`config.mk`:
```
export PLATFORM = sky130hd
export DESIGN_NAME = pfmo_top
export DESIGN_NICKNAME = d
export VERILOG_FILES = /design/src/pfmo_pkg.sv /design/src/pfmo_dead_time.sv /design/src/pfmo_fault_chan.sv /design/src/pfmo_top.sv
export SDC_FILE = /design/constraint.sdc
export NUM_CORES = 1
export LEC_CHECK = 0
export BUFFER_PORTS_ARGS = -buffer_cell sky130_fd_sc_hd__clkbuf_2
export CELL_PAD_IN_SITES_DETAIL_PLACEMENT = 0
export CELL_PAD_IN_SITES_GLOBAL_PLACEMENT = 1
export CORE_ASPECT_RATIO = 0.7
export CORE_MARGIN = 2
export CORE_UTILIZATION = 46
export DETAILED_ROUTE_END_ITERATION = 6
export PLACE_DENSITY = 0.81
export SETUP_SLACK_MARGIN = 0.05
export SYNTH_ARGS = -nofsm -noshare
export SYNTH_HDL_FRONTEND = slang
export SYNTH_HIERARCHICAL = 1
export SYNTH_SLANG_ARGS = --single-unit
```
`constraint.sdc`:
```
create_clock -name clk_in -period 7.7 [get_ports clk_in]
set_input_delay 1.54 -clock clk_in [delete_from_list [all_inputs] [get_ports clk_in]]
set_output_delay 1.54 -clock clk_in [all_outputs]
set_load 0.05 [all_outputs]
```
`src/pfmo_pkg.sv`:
```
// Package for the PWM fault and manual output block: register map, field positions,
// reset values, bus carriers and the packed state of each module.
// Assumes a 32-bit AXI4-Lite register bus and one 100 MHz clock.
package pfmo_pkg;

	// Bus widths
	localparam int AXI_AW = 8;
	localparam int AXI_DW = 32;

	// Register byte offsets
	localparam logic [7:0] OFF_FAULT_STATUS = 8'h00;
	localparam logic [7:0] OFF_FAULT_ACK = 8'h04;
	localparam logic [7:0] OFF_OUTPUT_OVERRIDE = 8'h08;
	localparam logic [7:0] OFF_CONTROL = 8'h0c;
	localparam logic [7:0] OFF_MODULUS = 8'h10;
	localparam logic [7:0] OFF_DEAD_TIME = 8'h14;
	localparam logic [7:0] OFF_DISABLE_MAP = 8'h18;
	localparam logic [7:0] OFF_DUTY_BASE = 8'h20;

	// Fault status fields
	localparam int FS_FLAG_A = 0;
	localparam int FS_LEVEL_A = 1;
	localparam int FS_FLAG_B = 2;
	localparam int FS_LEVEL_B = 3;
	// Fault acknowledge fields
	localparam int FA_CLEAR_A = 0;
	localparam int FA_CLEAR_B = 1;
	// Output override fields
	localparam int OO_LEVELS_LSB = 0;
	localparam int OO_ENABLE = 6;
	// Control fields
	localparam int CT_MODULE_EN = 0;
	localparam int CT_CENTER = 1;
	localparam int CT_COMP = 2;
	localparam int CT_PRESC_LSB = 3;
	localparam int CT_IRQ_EN_A = 5;
	localparam int CT_IRQ_EN_B = 6;

	// Sizes and counts
	localparam int NUM_PINS = 6;
	localparam int NUM_PAIRS = 3;
	localparam int MOD_W = 12;
	localparam int DT_W = 8;
	localparam int PRE_W = 3;

	// Bus answers
	localparam logic [1:0] RESP_OKAY = 2'h0;
	localparam logic [1:0] RESP_SLVERR = 2'h2;

	// AXI4-Lite request from the master
	typedef struct packed {
		logic [AXI_AW-1:0] awaddr;
		logic awvalid;
		logic [AXI_DW-1:0] wdata;
		logic [3:0] wstrb;
		logic wvalid;
		logic bready;
		logic [AXI_AW-1:0] araddr;
		logic arvalid;
		logic rready;
	} pfmo_axi_req_s;

	// AXI4-Lite answer of the slave
	typedef struct packed {
		logic awready;
		logic wready;
		logic bvalid;
		logic [1:0] bresp;
		logic arready;
		logic rvalid;
		logic [AXI_DW-1:0] rdata;
		logic [1:0] rresp;
	} pfmo_axi_rsp_s;

	// Fault channel state
	typedef struct packed {
		logic sync1;
		logic sync2;
		logic prev;
		logic flag;
	} pfmo_fault_s;

	// Dead-time pair state
	typedef struct packed {
		logic req_top;
		logic req_bot;
		logic [DT_W-1:0] cnt;
		logic top;
		logic bot;
	} pfmo_dt_s;

	// Top-level state
	typedef struct packed {
		logic awready;
		logic wready;
		logic arready;
		logic aw_held;
		logic [AXI_AW-1:0] awaddr;
		logic w_held;
		logic [15:0] wdata;
		logic [1:0] wstrb;
		logic bvalid;
		logic [1:0] bresp;
		logic rvalid;
		logic [15:0] rdata;
		logic [1:0] rresp;
		logic ovr_en;
		logic [NUM_PINS-1:0] man_lv;
		logic mod_en;
		logic center;
		logic comp;
		logic [1:0] presc;
		logic irq_en_a;
		logic irq_en_b;
		logic [MOD_W-1:0] modulus;
		logic [NUM_PINS-1:0][MOD_W-1:0] duty;
		logic [DT_W-1:0] dead;
		logic dead_wr;
		logic [7:0] dmap;
		logic dmap_wr;
		logic [PRE_W-1:0] pre_cnt;
		logic [MOD_W:0] phase;
		logic [NUM_PINS-1:0] pwm;
		logic [NUM_PINS-1:0] oe_n;
		logic irq;
	} pfmo_top_s;

	// Reset values
	localparam pfmo_fault_s FAULT_RST = '0;
	localparam pfmo_dt_s DT_RST = '0;
	// Pins float while held in reset: the module is disabled then
	localparam pfmo_top_s TOP_RST = '{oe_n: '1, default: '0};

endpackage : pfmo_pkg

```
`src/pfmo_dead_time.sv`:
```
// Dead-time insertion for one complementary pin pair.
// Assumes the requests are on the bus clock; count is in bus cycles, unscaled.
`timescale 1ns/100ps
module pfmo_dead_time #(
	parameter int DW = pfmo_pkg::DT_W
) (
	input wire logic clk_in,
	input wire logic sys_rst_in,
	input wire logic comp_mode_in,
	input wire logic [pfmo_pkg::DT_W-1:0] dead_in,
	input wire logic top_req_in,
	input wire logic bot_req_in,
	output logic top_out,
	output logic bot_out
);
	import pfmo_pkg::*;

	// Counter lives in the packed state, so the width cannot differ
	if (DW != DT_W) begin : g_bad_width
		$error("pfmo_dead_time: DW must equal DT_W");
	end

	pfmo_dt_s s_q; // Registered state
	pfmo_dt_s s_d; // Next state
	logic changed; // Request changed this cycle

	// Next-state logic; in complementary mode both sides forced off while counting
	always_comb begin
		s_d = s_q;
		changed = (top_req_in != s_q.req_top) || (bot_req_in != s_q.req_bot);
		s_d.req_top = top_req_in;
		s_d.req_bot = bot_req_in;
		if (comp_mode_in && changed) begin
			s_d.cnt = dead_in;
		end else if (s_q.cnt != '0) begin
			s_d.cnt = s_q.cnt - 1'b1;
		end
		// Independent mode passes straight through
		if (!comp_mode_in || s_d.cnt == '0) begin
			s_d.top = top_req_in;
			s_d.bot = bot_req_in;
		end else begin
			s_d.top = 1'b0;
			s_d.bot = 1'b0;
		end
	end

	// State register
	always_ff @(posedge clk_in) begin
		if (sys_rst_in) begin
			s_q <= DT_RST;
		end else begin
			s_q <= s_d;
		end
	end

	assign top_out = s_q.top;
	assign bot_out = s_q.bot;

endmodule : pfmo_dead_time

```
`src/pfmo_fault_chan.sv`:
```
// One fault input: two-flop synchroniser, rising-edge detect and sticky event flag.
// Assumes the pin is asynchronous and the clear pulse comes from the bus clock domain.
`timescale 1ns/100ps
module pfmo_fault_chan (
	input wire logic clk_in,
	input wire logic sys_rst_in,
	input wire logic fault_pin_in,
	input wire logic clear_in,
	output logic level_out,
	output logic flag_out
);
	import pfmo_pkg::*;

	pfmo_fault_s s_q; // Registered state
	pfmo_fault_s s_d; // Next state
	logic rise; // Synchronised rising edge

	// Next-state logic
	always_comb begin
		s_d = s_q;
		s_d.sync1 = fault_pin_in;
		s_d.sync2 = s_q.sync1;
		s_d.prev = s_q.sync2;
		rise = s_q.sync2 & ~s_q.prev;
		// Set beats clear so an edge in the ack cycle is kept
		if (rise) begin
			s_d.flag = 1'b1;
		end else if (clear_in) begin
			s_d.flag = 1'b0;
		end
	end

	// State register
	always_ff @(posedge clk_in) begin
		if (sys_rst_in) begin
			s_q <= FAULT_RST;
		end else begin
			s_q <= s_d;
		end
	end

	assign level_out = s_q.sync2;
	assign flag_out = s_q.flag;

endmodule : pfmo_fault_chan

```
`src/pfmo_top.sv`:
```
// PWM fault status, fault acknowledge, manual override and a small PWM generator,
// reached over AXI4-Lite. Assumes one 100 MHz clock and a synchronous high reset.
`timescale 1ns/100ps
module pfmo_top (
	input wire logic clk_in,
	input wire logic sys_rst_in,
	input wire pfmo_pkg::pfmo_axi_req_s axi_req_in,
	output pfmo_pkg::pfmo_axi_rsp_s axi_rsp_out,
	input wire logic fault_a_in,
	input wire logic fault_b_in,
	output logic [pfmo_pkg::NUM_PINS-1:0] pwm_out,
	output logic [pfmo_pkg::NUM_PINS-1:0] pwm_oe_n_out,
	output logic fault_irq_out
);
	import pfmo_pkg::*;

	pfmo_top_s s_q; // Registered state
	pfmo_top_s s_d; // Next state

	logic level_a; // Synchronised fault A level
	logic level_b; // Synchronised fault B level
	logic fault_event_flag_a; // Sticky fault A flag
	logic fault_event_flag_b; // Sticky fault B flag
	logic fault_clear_a; // One-cycle clear pulse A
	logic fault_clear_b; // One-cycle clear pulse B
	logic do_write; // Both halves of a write held
	logic [NUM_PINS-1:0] gen_lv; // Generator pin levels
	logic [NUM_PINS-1:0] dt_req; // Dead-time stage inputs
	logic [NUM_PINS-1:0] dt_out; // Dead-time stage outputs
	logic [MOD_W:0] limit; // Last phase of a period
	logic [MOD_W:0] cnt_val; // Up/down counter value
	logic tick; // Prescaled counter tick
	logic [PRE_W-1:0] pre_top; // Prescaler terminal count
	logic [15:0] rd_val; // Read mux result
	logic rd_ok; // Read address mapped
	logic wr_ok; // Write address mapped
	logic any_fault; // Either fault flag set

	// Fault channels; flags cleared by the acknowledge pulses
	pfmo_fault_chan u_fault_a (
		.clk_in(clk_in),
		.sys_rst_in(sys_rst_in),
		.fault_pin_in(fault_a_in),
		.clear_in(fault_clear_a),
		.level_out(level_a),
		.flag_out(fault_event_flag_a)
	);
	pfmo_fault_chan u_fault_b (
		.clk_in(clk_in),
		.sys_rst_in(sys_rst_in),
		.fault_pin_in(fault_b_in),
		.clear_in(fault_clear_b),
		.level_out(level_b),
		.flag_out(fault_event_flag_b)
	);

	// Source select per pair, then dead-time; no settle delay on switch back
	for (genvar k = 0; k < NUM_PAIRS; k++) begin : g_pair
		always_comb begin
			if (s_q.ovr_en) begin
				dt_req[2*k] = s_q.man_lv[2*k];
				if (s_q.comp) begin
					dt_req[2*k+1] = s_q.man_lv[2*k+1] & ~s_q.man_lv[2*k];
				end else begin
					dt_req[2*k+1] = s_q.man_lv[2*k+1];
				end
			end else begin
				dt_req[2*k] = gen_lv[2*k];
				if (s_q.comp) begin
					dt_req[2*k+1] = ~gen_lv[2*k];
				end else begin
					dt_req[2*k+1] = gen_lv[2*k+1];
				end
			end
		end
		pfmo_dead_time #(
			.DW(DT_W)
		) u_dead (
			.clk_in(clk_in),
			.sys_rst_in(sys_rst_in),
			.comp_mode_in(s_q.comp),
			.dead_in(s_q.dead),
			.top_req_in(dt_req[2*k]),
			.bot_req_in(dt_req[2*k+1]),
			.top_out(dt_out[2*k]),
			.bot_out(dt_out[2*k+1])
		);
	end

	// Generator compare, one duty per pin
	for (genvar p = 0; p < NUM_PINS; p++) begin : g_cmp
		assign gen_lv[p] = s_q.mod_en && (cnt_val < {1'b0, s_q.duty[p]});
	end

	// Counter shape and prescaler
	always_comb begin
		pre_top = PRE_W'((1 << s_q.presc) - 1);
		tick = (s_q.pre_cnt == pre_top);
		if (s_q.center) begin
			limit = {s_q.modulus, 1'b0} - 1'b1;
			if (s_q.phase < {1'b0, s_q.modulus}) begin
				cnt_val = s_q.phase;
			end else begin
				cnt_val = {s_q.modulus, 1'b0} - 1'b1 - s_q.phase;
			end
		end else begin
			limit = {1'b0, s_q.modulus} - 1'b1;
			cnt_val = s_q.phase;
		end
	end

	// Bus write decode and clear pulses
	always_comb begin
		do_write = s_q.aw_held && s_q.w_held && !s_q.bvalid;
		fault_clear_a = 1'b0;
		fault_clear_b = 1'b0;
		// Clear bits are single pulses; nothing is stored, reads give zero
		if (do_write && s_q.awaddr == OFF_FAULT_ACK && s_q.wstrb[0]) begin
			fault_clear_a = s_q.wdata[FA_CLEAR_A];
			fault_clear_b = s_q.wdata[FA_CLEAR_B];
		end
		wr_ok = 1'b0;
		case (s_q.awaddr)
			OFF_FAULT_STATUS: wr_ok = 1'b1;
			OFF_FAULT_ACK: wr_ok = 1'b1;
			OFF_OUTPUT_OVERRIDE: wr_ok = 1'b1;
			OFF_CONTROL: wr_ok = 1'b1;
			OFF_MODULUS: wr_ok = 1'b1;
			OFF_DEAD_TIME: wr_ok = 1'b1;
			OFF_DISABLE_MAP: wr_ok = 1'b1;
			default: wr_ok = (s_q.awaddr >= OFF_DUTY_BASE) &&
				(s_q.awaddr < OFF_DUTY_BASE + 8'(4 * NUM_PINS)) && (s_q.awaddr[1:0] == 2'h0);
		endcase
	end

	// Bus read mux; unmapped addresses answer zero with an error
	always_comb begin
		rd_val = 16'h0000;
		rd_ok = 1'b1;
		case (axi_req_in.araddr)
			OFF_FAULT_STATUS: begin
				rd_val[FS_FLAG_A] = fault_event_flag_a;
				rd_val[FS_LEVEL_A] = level_a;
				rd_val[FS_FLAG_B] = fault_event_flag_b;
				rd_val[FS_LEVEL_B] = level_b;
			end
			OFF_FAULT_ACK: rd_val = 16'h0000;
			OFF_OUTPUT_OVERRIDE: begin
				rd_val[OO_LEVELS_LSB +: NUM_PINS] = s_q.man_lv;
				rd_val[OO_ENABLE] = s_q.ovr_en;
			end
			OFF_CONTROL: begin
				rd_val[CT_MODULE_EN] = s_q.mod_en;
				rd_val[CT_CENTER] = s_q.center;
				rd_val[CT_COMP] = s_q.comp;
				rd_val[CT_PRESC_LSB +: 2] = s_q.presc;
				rd_val[CT_IRQ_EN_A] = s_q.irq_en_a;
				rd_val[CT_IRQ_EN_B] = s_q.irq_en_b;
			end
			OFF_MODULUS: rd_val[MOD_W-1:0] = s_q.modulus;
			OFF_DEAD_TIME: rd_val[DT_W-1:0] = s_q.dead;
			OFF_DISABLE_MAP: rd_val[7:0] = s_q.dmap;
			default: begin
				rd_ok = 1'b0;
				// Duty registers, one word per pin
				for (int i = 0; i < NUM_PINS; i++) begin
					if (axi_req_in.araddr == OFF_DUTY_BASE + 8'(4 * i)) begin
						rd_val[MOD_W-1:0] = s_q.duty[i];
						rd_ok = 1'b1;
					end
				end
			end
		endcase
	end

	// Next-state logic
	always_comb begin
		s_d = s_q;
		any_fault = fault_event_flag_a | fault_event_flag_b;

		// Write address and data accepted in either order
		if (axi_req_in.awvalid && s_q.awready) begin
			s_d.aw_held = 1'b1;
			s_d.awaddr = axi_req_in.awaddr;
		end
		if (axi_req_in.wvalid && s_q.wready) begin
			s_d.w_held = 1'b1;
			s_d.wdata = axi_req_in.wdata[15:0];
			s_d.wstrb = axi_req_in.wstrb[1:0];
		end
		if (s_q.bvalid && axi_req_in.bready) begin
			s_d.bvalid = 1'b0;
		end
		if (do_write) begin
			s_d.aw_held = 1'b0;
			s_d.w_held = 1'b0;
			s_d.bvalid = 1'b1;
			s_d.bresp = wr_ok ? RESP_OKAY : RESP_SLVERR;
			// Fault status is absent here, so writes to it change nothing
			if (s_q.wstrb[0]) begin
				case (s_q.awaddr)
					OFF_OUTPUT_OVERRIDE: begin
						s_d.man_lv = s_q.wdata[OO_LEVELS_LSB +: NUM_PINS];
						s_d.ovr_en = s_q.wdata[OO_ENABLE];
					end
					OFF_CONTROL: begin
						s_d.mod_en = s_q.wdata[CT_MODULE_EN];
						s_d.center = s_q.wdata[CT_CENTER];
						s_d.comp = s_q.wdata[CT_COMP];
						s_d.presc = s_q.wdata[CT_PRESC_LSB +: 2];
						s_d.irq_en_a = s_q.wdata[CT_IRQ_EN_A];
						s_d.irq_en_b = s_q.wdata[CT_IRQ_EN_B];
					end
					OFF_DEAD_TIME: begin
						// Locked after first write until reset
						if (!s_q.dead_wr) begin
							s_d.dead = s_q.wdata[DT_W-1:0];
							s_d.dead_wr = 1'b1;
						end
					end
					OFF_DISABLE_MAP: begin
						if (!s_q.dmap_wr) begin
							s_d.dmap = s_q.wdata[7:0];
							s_d.dmap_wr = 1'b1;
						end
					end
					default: begin
						// Modulus and duty are written below; other offsets hold nothing in the low lane
					end
				endcase
			end
			// Twelve-bit counts span two byte lanes
			if (s_q.awaddr == OFF_MODULUS) begin
				if (s_q.wstrb[0]) begin
					s_d.modulus[7:0] = s_q.wdata[7:0];
				end
				if (s_q.wstrb[1]) begin
					s_d.modulus[MOD_W-1:8] = s_q.wdata[MOD_W-1:8];
				end
			end
			for (int i = 0; i < NUM_PINS; i++) begin
				if (s_q.awaddr == OFF_DUTY_BASE + 8'(4 * i)) begin
					if (s_q.wstrb[0]) begin
						s_d.duty[i][7:0] = s_q.wdata[7:0];
					end
					if (s_q.wstrb[1]) begin
						s_d.duty[i][MOD_W-1:8] = s_q.wdata[MOD_W-1:8];
					end
				end
			end
		end
		// Ready only while the slot is free and no answer is pending
		s_d.awready = !s_d.aw_held && !s_d.bvalid;
		s_d.wready = !s_d.w_held && !s_d.bvalid;

		// Read channel: one read in flight
		if (s_q.rvalid && axi_req_in.rready) begin
			s_d.rvalid = 1'b0;
		end
		if (axi_req_in.arvalid && s_q.arready) begin
			s_d.rvalid = 1'b1;
			s_d.rdata = rd_val;
			s_d.rresp = rd_ok ? RESP_OKAY : RESP_SLVERR;
		end
		s_d.arready = !s_d.rvalid;

		// Counter keeps running under override; only a clear enable or a zero modulus stops it
		if (!s_q.mod_en || s_q.modulus == '0) begin
			s_d.pre_cnt = '0;
			s_d.phase = '0;
		end else begin
			s_d.pre_cnt = tick ? '0 : s_q.pre_cnt + 1'b1;
			if (tick) begin
				s_d.phase = (s_q.phase >= limit) ? '0 : s_q.phase + 1'b1;
			end
		end

		// Output stage: fault mask forces mapped pins inactive
		for (int i = 0; i < NUM_PINS; i++) begin
			s_d.pwm[i] = dt_out[i] & ~(any_fault & s_q.dmap[i]);
			s_d.oe_n[i] = !(s_q.mod_en || s_q.ovr_en);
		end
		s_d.irq = (fault_event_flag_a & s_q.irq_en_a) | (fault_event_flag_b & s_q.irq_en_b);
	end

	// State register
	always_ff @(posedge clk_in) begin
		if (sys_rst_in) begin
			s_q <= TOP_RST;
		end else begin
			s_q <= s_d;
		end
	end

	// Outputs straight from the state register
	always_comb begin
		axi_rsp_out.awready = s_q.awready;
		axi_rsp_out.wready = s_q.wready;
		axi_rsp_out.bvalid = s_q.bvalid;
		axi_rsp_out.bresp = s_q.bresp;
		axi_rsp_out.arready = s_q.arready;
		axi_rsp_out.rvalid = s_q.rvalid;
		axi_rsp_out.rdata = {16'h0000, s_q.rdata};
		axi_rsp_out.rresp = s_q.rresp;
	end
	assign pwm_out = s_q.pwm;
	assign pwm_oe_n_out = s_q.oe_n;
	assign fault_irq_out = s_q.irq;

endmodule : pfmo_top
```
==> impl_metrics.yaml <==
power_and_ir_drop:
  leakage_nw: 6.26
  peakVddDrop_uv: 142
  finalPower_w: 0.00338
  comb_power_share: 0.226
  p_seq_frac: 0.398
  clock_power_share: 0.375
  swShare: 0.311
  p_sw_w: 0.00105
  p_per_area_nw_per_um2: 221
  p_int_w: 0.00233
setup_path:
  r2r_slack_ns: 0.46
  path_buf_inv: 2
  arrival_ns: 7.69
  endpoint_kind: "flop"
  cpPeakStageDelay_ns: 0.61
  worstPathRequired_ns: 8.16
  cp_slowest_cell: "a2111oi_0"
  cp-start-kind: "flop"
  crit_fanout: 12
  critPathKind: "flop to flop"
  reg2reg_depth: 25
  crit_family: "compound AO/OA/AOI/OAI gates"
  worst_r2r_endpoint: "g_pair[0].u_dead/bot_out$_SDFF_PP0_"
  regToRegStartpoint: "s_q[119]$_SDFFE_PP0P_"
sta:
  finalSetupTns_ns: 0
  timing.fmax_ghz: 0.138
  period_share: 0.940
  drv_slew: 0
  finClkSkew_ns: 0.0410
  grt_setup_unrepaired: "false"
  hold_viol_final: 0
  worst_pin_slew_ns: 1.15
  setup_viol: 0
  setup_slack_ns: 0.464
  relSlewSlack: 0.230
  min_period_ns: 7.24
grt:
  grt_busiest_layer: "met1"
  grt_use_met1: 0.407
  track_usage: 0.258
  gr-usage-met2: 0.359
  gr-usage-met3: 0.0474
  grt_overflow: 0
  grt_pass1_vias: 11100
  grt_antenna_before_repair: 1
  grt_max_degree: 106
  grt_pass1_wl_mm: 63.7
logic_synthesis:
  ys_seq_elements: 227
  ys_seq_area_frac: 0.324
  yosysMostFrequentCell: "dfxtp_1"
  synth_top_area_share: 0.324
  async_flop_share: 0
  synth_cells: 1717
  synthFlopType: "dfxtp_1"
  synth_edf_count: 0
  ys_types: 88
  syn_avg_cell_area_um2: 8.18
  ys_top_cells_by_count: "227 x dfxtp_1, 170 x nor2_1, 161 x nand2_1"
  yosysTopAreaCell: "dfxtp_1"
  yosysWarnings: 6
  ys_top_cells_by_area: "dfxtp_1 32%, ha_1 10%, mux2i_1 6.1%"
  netlist_area_um2: 14000
clocking:
  root_buffer: "clkbuf_16"
  post_cts_buffers: 0
  clockBufferDepth: 3
  ctsHtreeMaxLevel: 1
  cts_tree: "built"
  clk_pin_slew_ns: 0.06
  cts_buffers: 24
  ctsHoldBuffers: 0
  cts.sinks: 227
  cts_resized: 0
  clkLatencyLatePin_ns: 0.56
hold_path:
  hp-start: "g_pair[0].u_dead/top_out$_SDFF_PP0_"
  min_path_type: "flop to flop"
  min_path_cells: 2
  holdPathEnd: "pwm_out[0]$_SDFF_PP0_"
final_layout:
  fill_cells: 2934
  fin_cells: 2150
  syn2layout_area_growth_pct: 8.85
  regArea_um2: 4540
  drive_gt1_frac: 0.105
  fin_area_um2: 15300
  nets: 1894
  diodes: 0
  multi_input_area_um2: 8390
detailed_routing:
  ant_nets: 0
  vias: 12400
  drt_iter0_markers: 1146
  drc_errors: 0
  drt_wl_total_mm: 41.6
  routed_via_density: 5.76
  wire_per_inst_um: 19.4
  firstDrtPassIters: 5
floorplanning:
  rows: 53
  dieArea_um2: 32000
  die_x_um: 213
  core-area_um2: 30000
  start_util: 0.467
  dieHeight_um: 150
  ioPinCount: 115
placed_design:
  hpwl_mm: 31.1
  dpl_worst_slack_ns: 0.599
  placed_area_um2: 14400
  post-place-cells: 2107
  io_buffers: 70
  place_congestion: 0.908
run:
  maxCapViolCount: 0
status:
  status: "completed"
==> flip-flops by register name, indices dropped and copies added, names as in the netlist <==
signal	count
u_fault_b/level_out	1
u_fault_a/s_q	1
u_fault_a/s_d	1
g_pair.u_dead/s_q	30
g_pair.u_dead/bot_out	3
u_fault_b/s_d	1
u_fault_b/s_q	1
pwm_oe_n_out	1
u_fault_a/level_out	1
pwm_out	6
u_fault_a/flag_out	1
s_q	156
g_pair.u_dead/top_out	3
axi_rsp_out	19
u_fault_b/flag_out	1
fault_irq_out	1
==> power groups by stage <==
stage / sequential, W / clock, W / combinational [W]
after floorplan: 0.00133 / 0 / 0.000652
after global placement: 0.00137 / 0 / 0.000752
after detailed placement: 0.00137 / 0 / 0.000754
after CTS: 0.00134 / 0.00128 / 0.000759
after global routing: 0.00136 / 0.00133 / 0.000844
final: 0.00135 / 0.00127 / 0.000765
==> area by class of cell <==
| class | count | share of cell area |
|---|---|---|
| clock inverters | 10 | 0.0124 |
| clock buffers | 33 | 0.0428 |
| inverters | 125 | 0.0307 |
| multi-input cells | 1251 | 0.549 |
| well taps | 412 | 0.0337 |
| flip-flops and latches | 227 | 0.297 |
| repair buffers | 92 | 0.0341 |
==> cell families (layout without fill, tap and decap cells) <==
| group | count (synthesis) | after routing | share of synthesized area |
|---|---|---|---|
| fa+ha+maj | 112 | 112 | 0.0998 |
| buf+inv | 260 | 260 | 0.0858 |
| mux | 92 | 92 | 0.0661 |
| simple gates | 590 | 590 | 0.208 |
| flops | 227 | 227 | 0.324 |
| compound gates | 392 | 392 | 0.189 |
| other cells | 1 | 22 | 0.000267 |
| xor+xnor | 43 | 43 | 0.0274 |
==> through the flow <==
| step | util | hold slack, ns |
|---|---|---|
| 2_1_floorplan | - | 0.412 |
| 3_3_place_gp | 0.481 | 0.420 |
| 3_5_place_dp | 0.481 | 0.425 |
| 4_1_cts | 0.509 | 0.432 |
| 5_1_grt | 0.509 | 0.442 |
| 6_report | 0.509 | 0.429 |
==> per-layer routing <==
metal	vias to the layer above	wire [um]	share of wire
met5	-	0	0
met4	0	656	0.016
met3	40	3350	0.080
met2	422	16400	0.39
met1	5874	21300	0.51
li1	6046	-	-
==> tightest hold or removal path: stages, from the launching register on <==
cell and delay (ns):
dfxtp_1 0.30, nand2b_1 0.05, a21oi_1 0.04
==> cells in the final DEF (no fill, tap or decap), types with 24 or more instances in the layout <==
cell	count
nor3_1	49
ha_1	112
nand2_1	161
xnor2_1	29
o21ai_0	44
nand3_1	58
nor2b_1	24
dfxtp_1	227
inv_1	125
o211ai_1	27
clkbuf_16	24
nor2_1	170
a21oi_1	123
clkbuf_2	69
mux2i_1	86
==> worst max path at each step <==
stage	start	endpoint	slack [ns]	cells after the start
6_report	s_q[119]$_SDFFE_PP0P_	g_pair[0].u_dead/bot_out$_SDFF_PP0_	0.46	25
5_1_grt	s_q[119]$_SDFFE_PP0P_	g_pair[0].u_dead/bot_out$_SDFF_PP0_	0.11	22
4_1_cts	s_q[119]$_SDFFE_PP0P_	g_pair[0].u_dead/bot_out$_SDFF_PP0_	0.57	25
3_5_place_dp	s_q[119]$_SDFFE_PP0P_	g_pair[0].u_dead/bot_out$_SDFF_PP0_	0.60	25
3_3_place_gp	s_q[119]$_SDFFE_PP0P_	g_pair[0].u_dead/top_out$_SDFF_PP0_	0.74	25
2_1_floorplan	s_q[119]$_SDFFE_PP0P_	g_pair[0].u_dead/bot_out$_SDFF_PP0_	1.80	26
No activity file was read; power rests on OpenSTA's default activity.
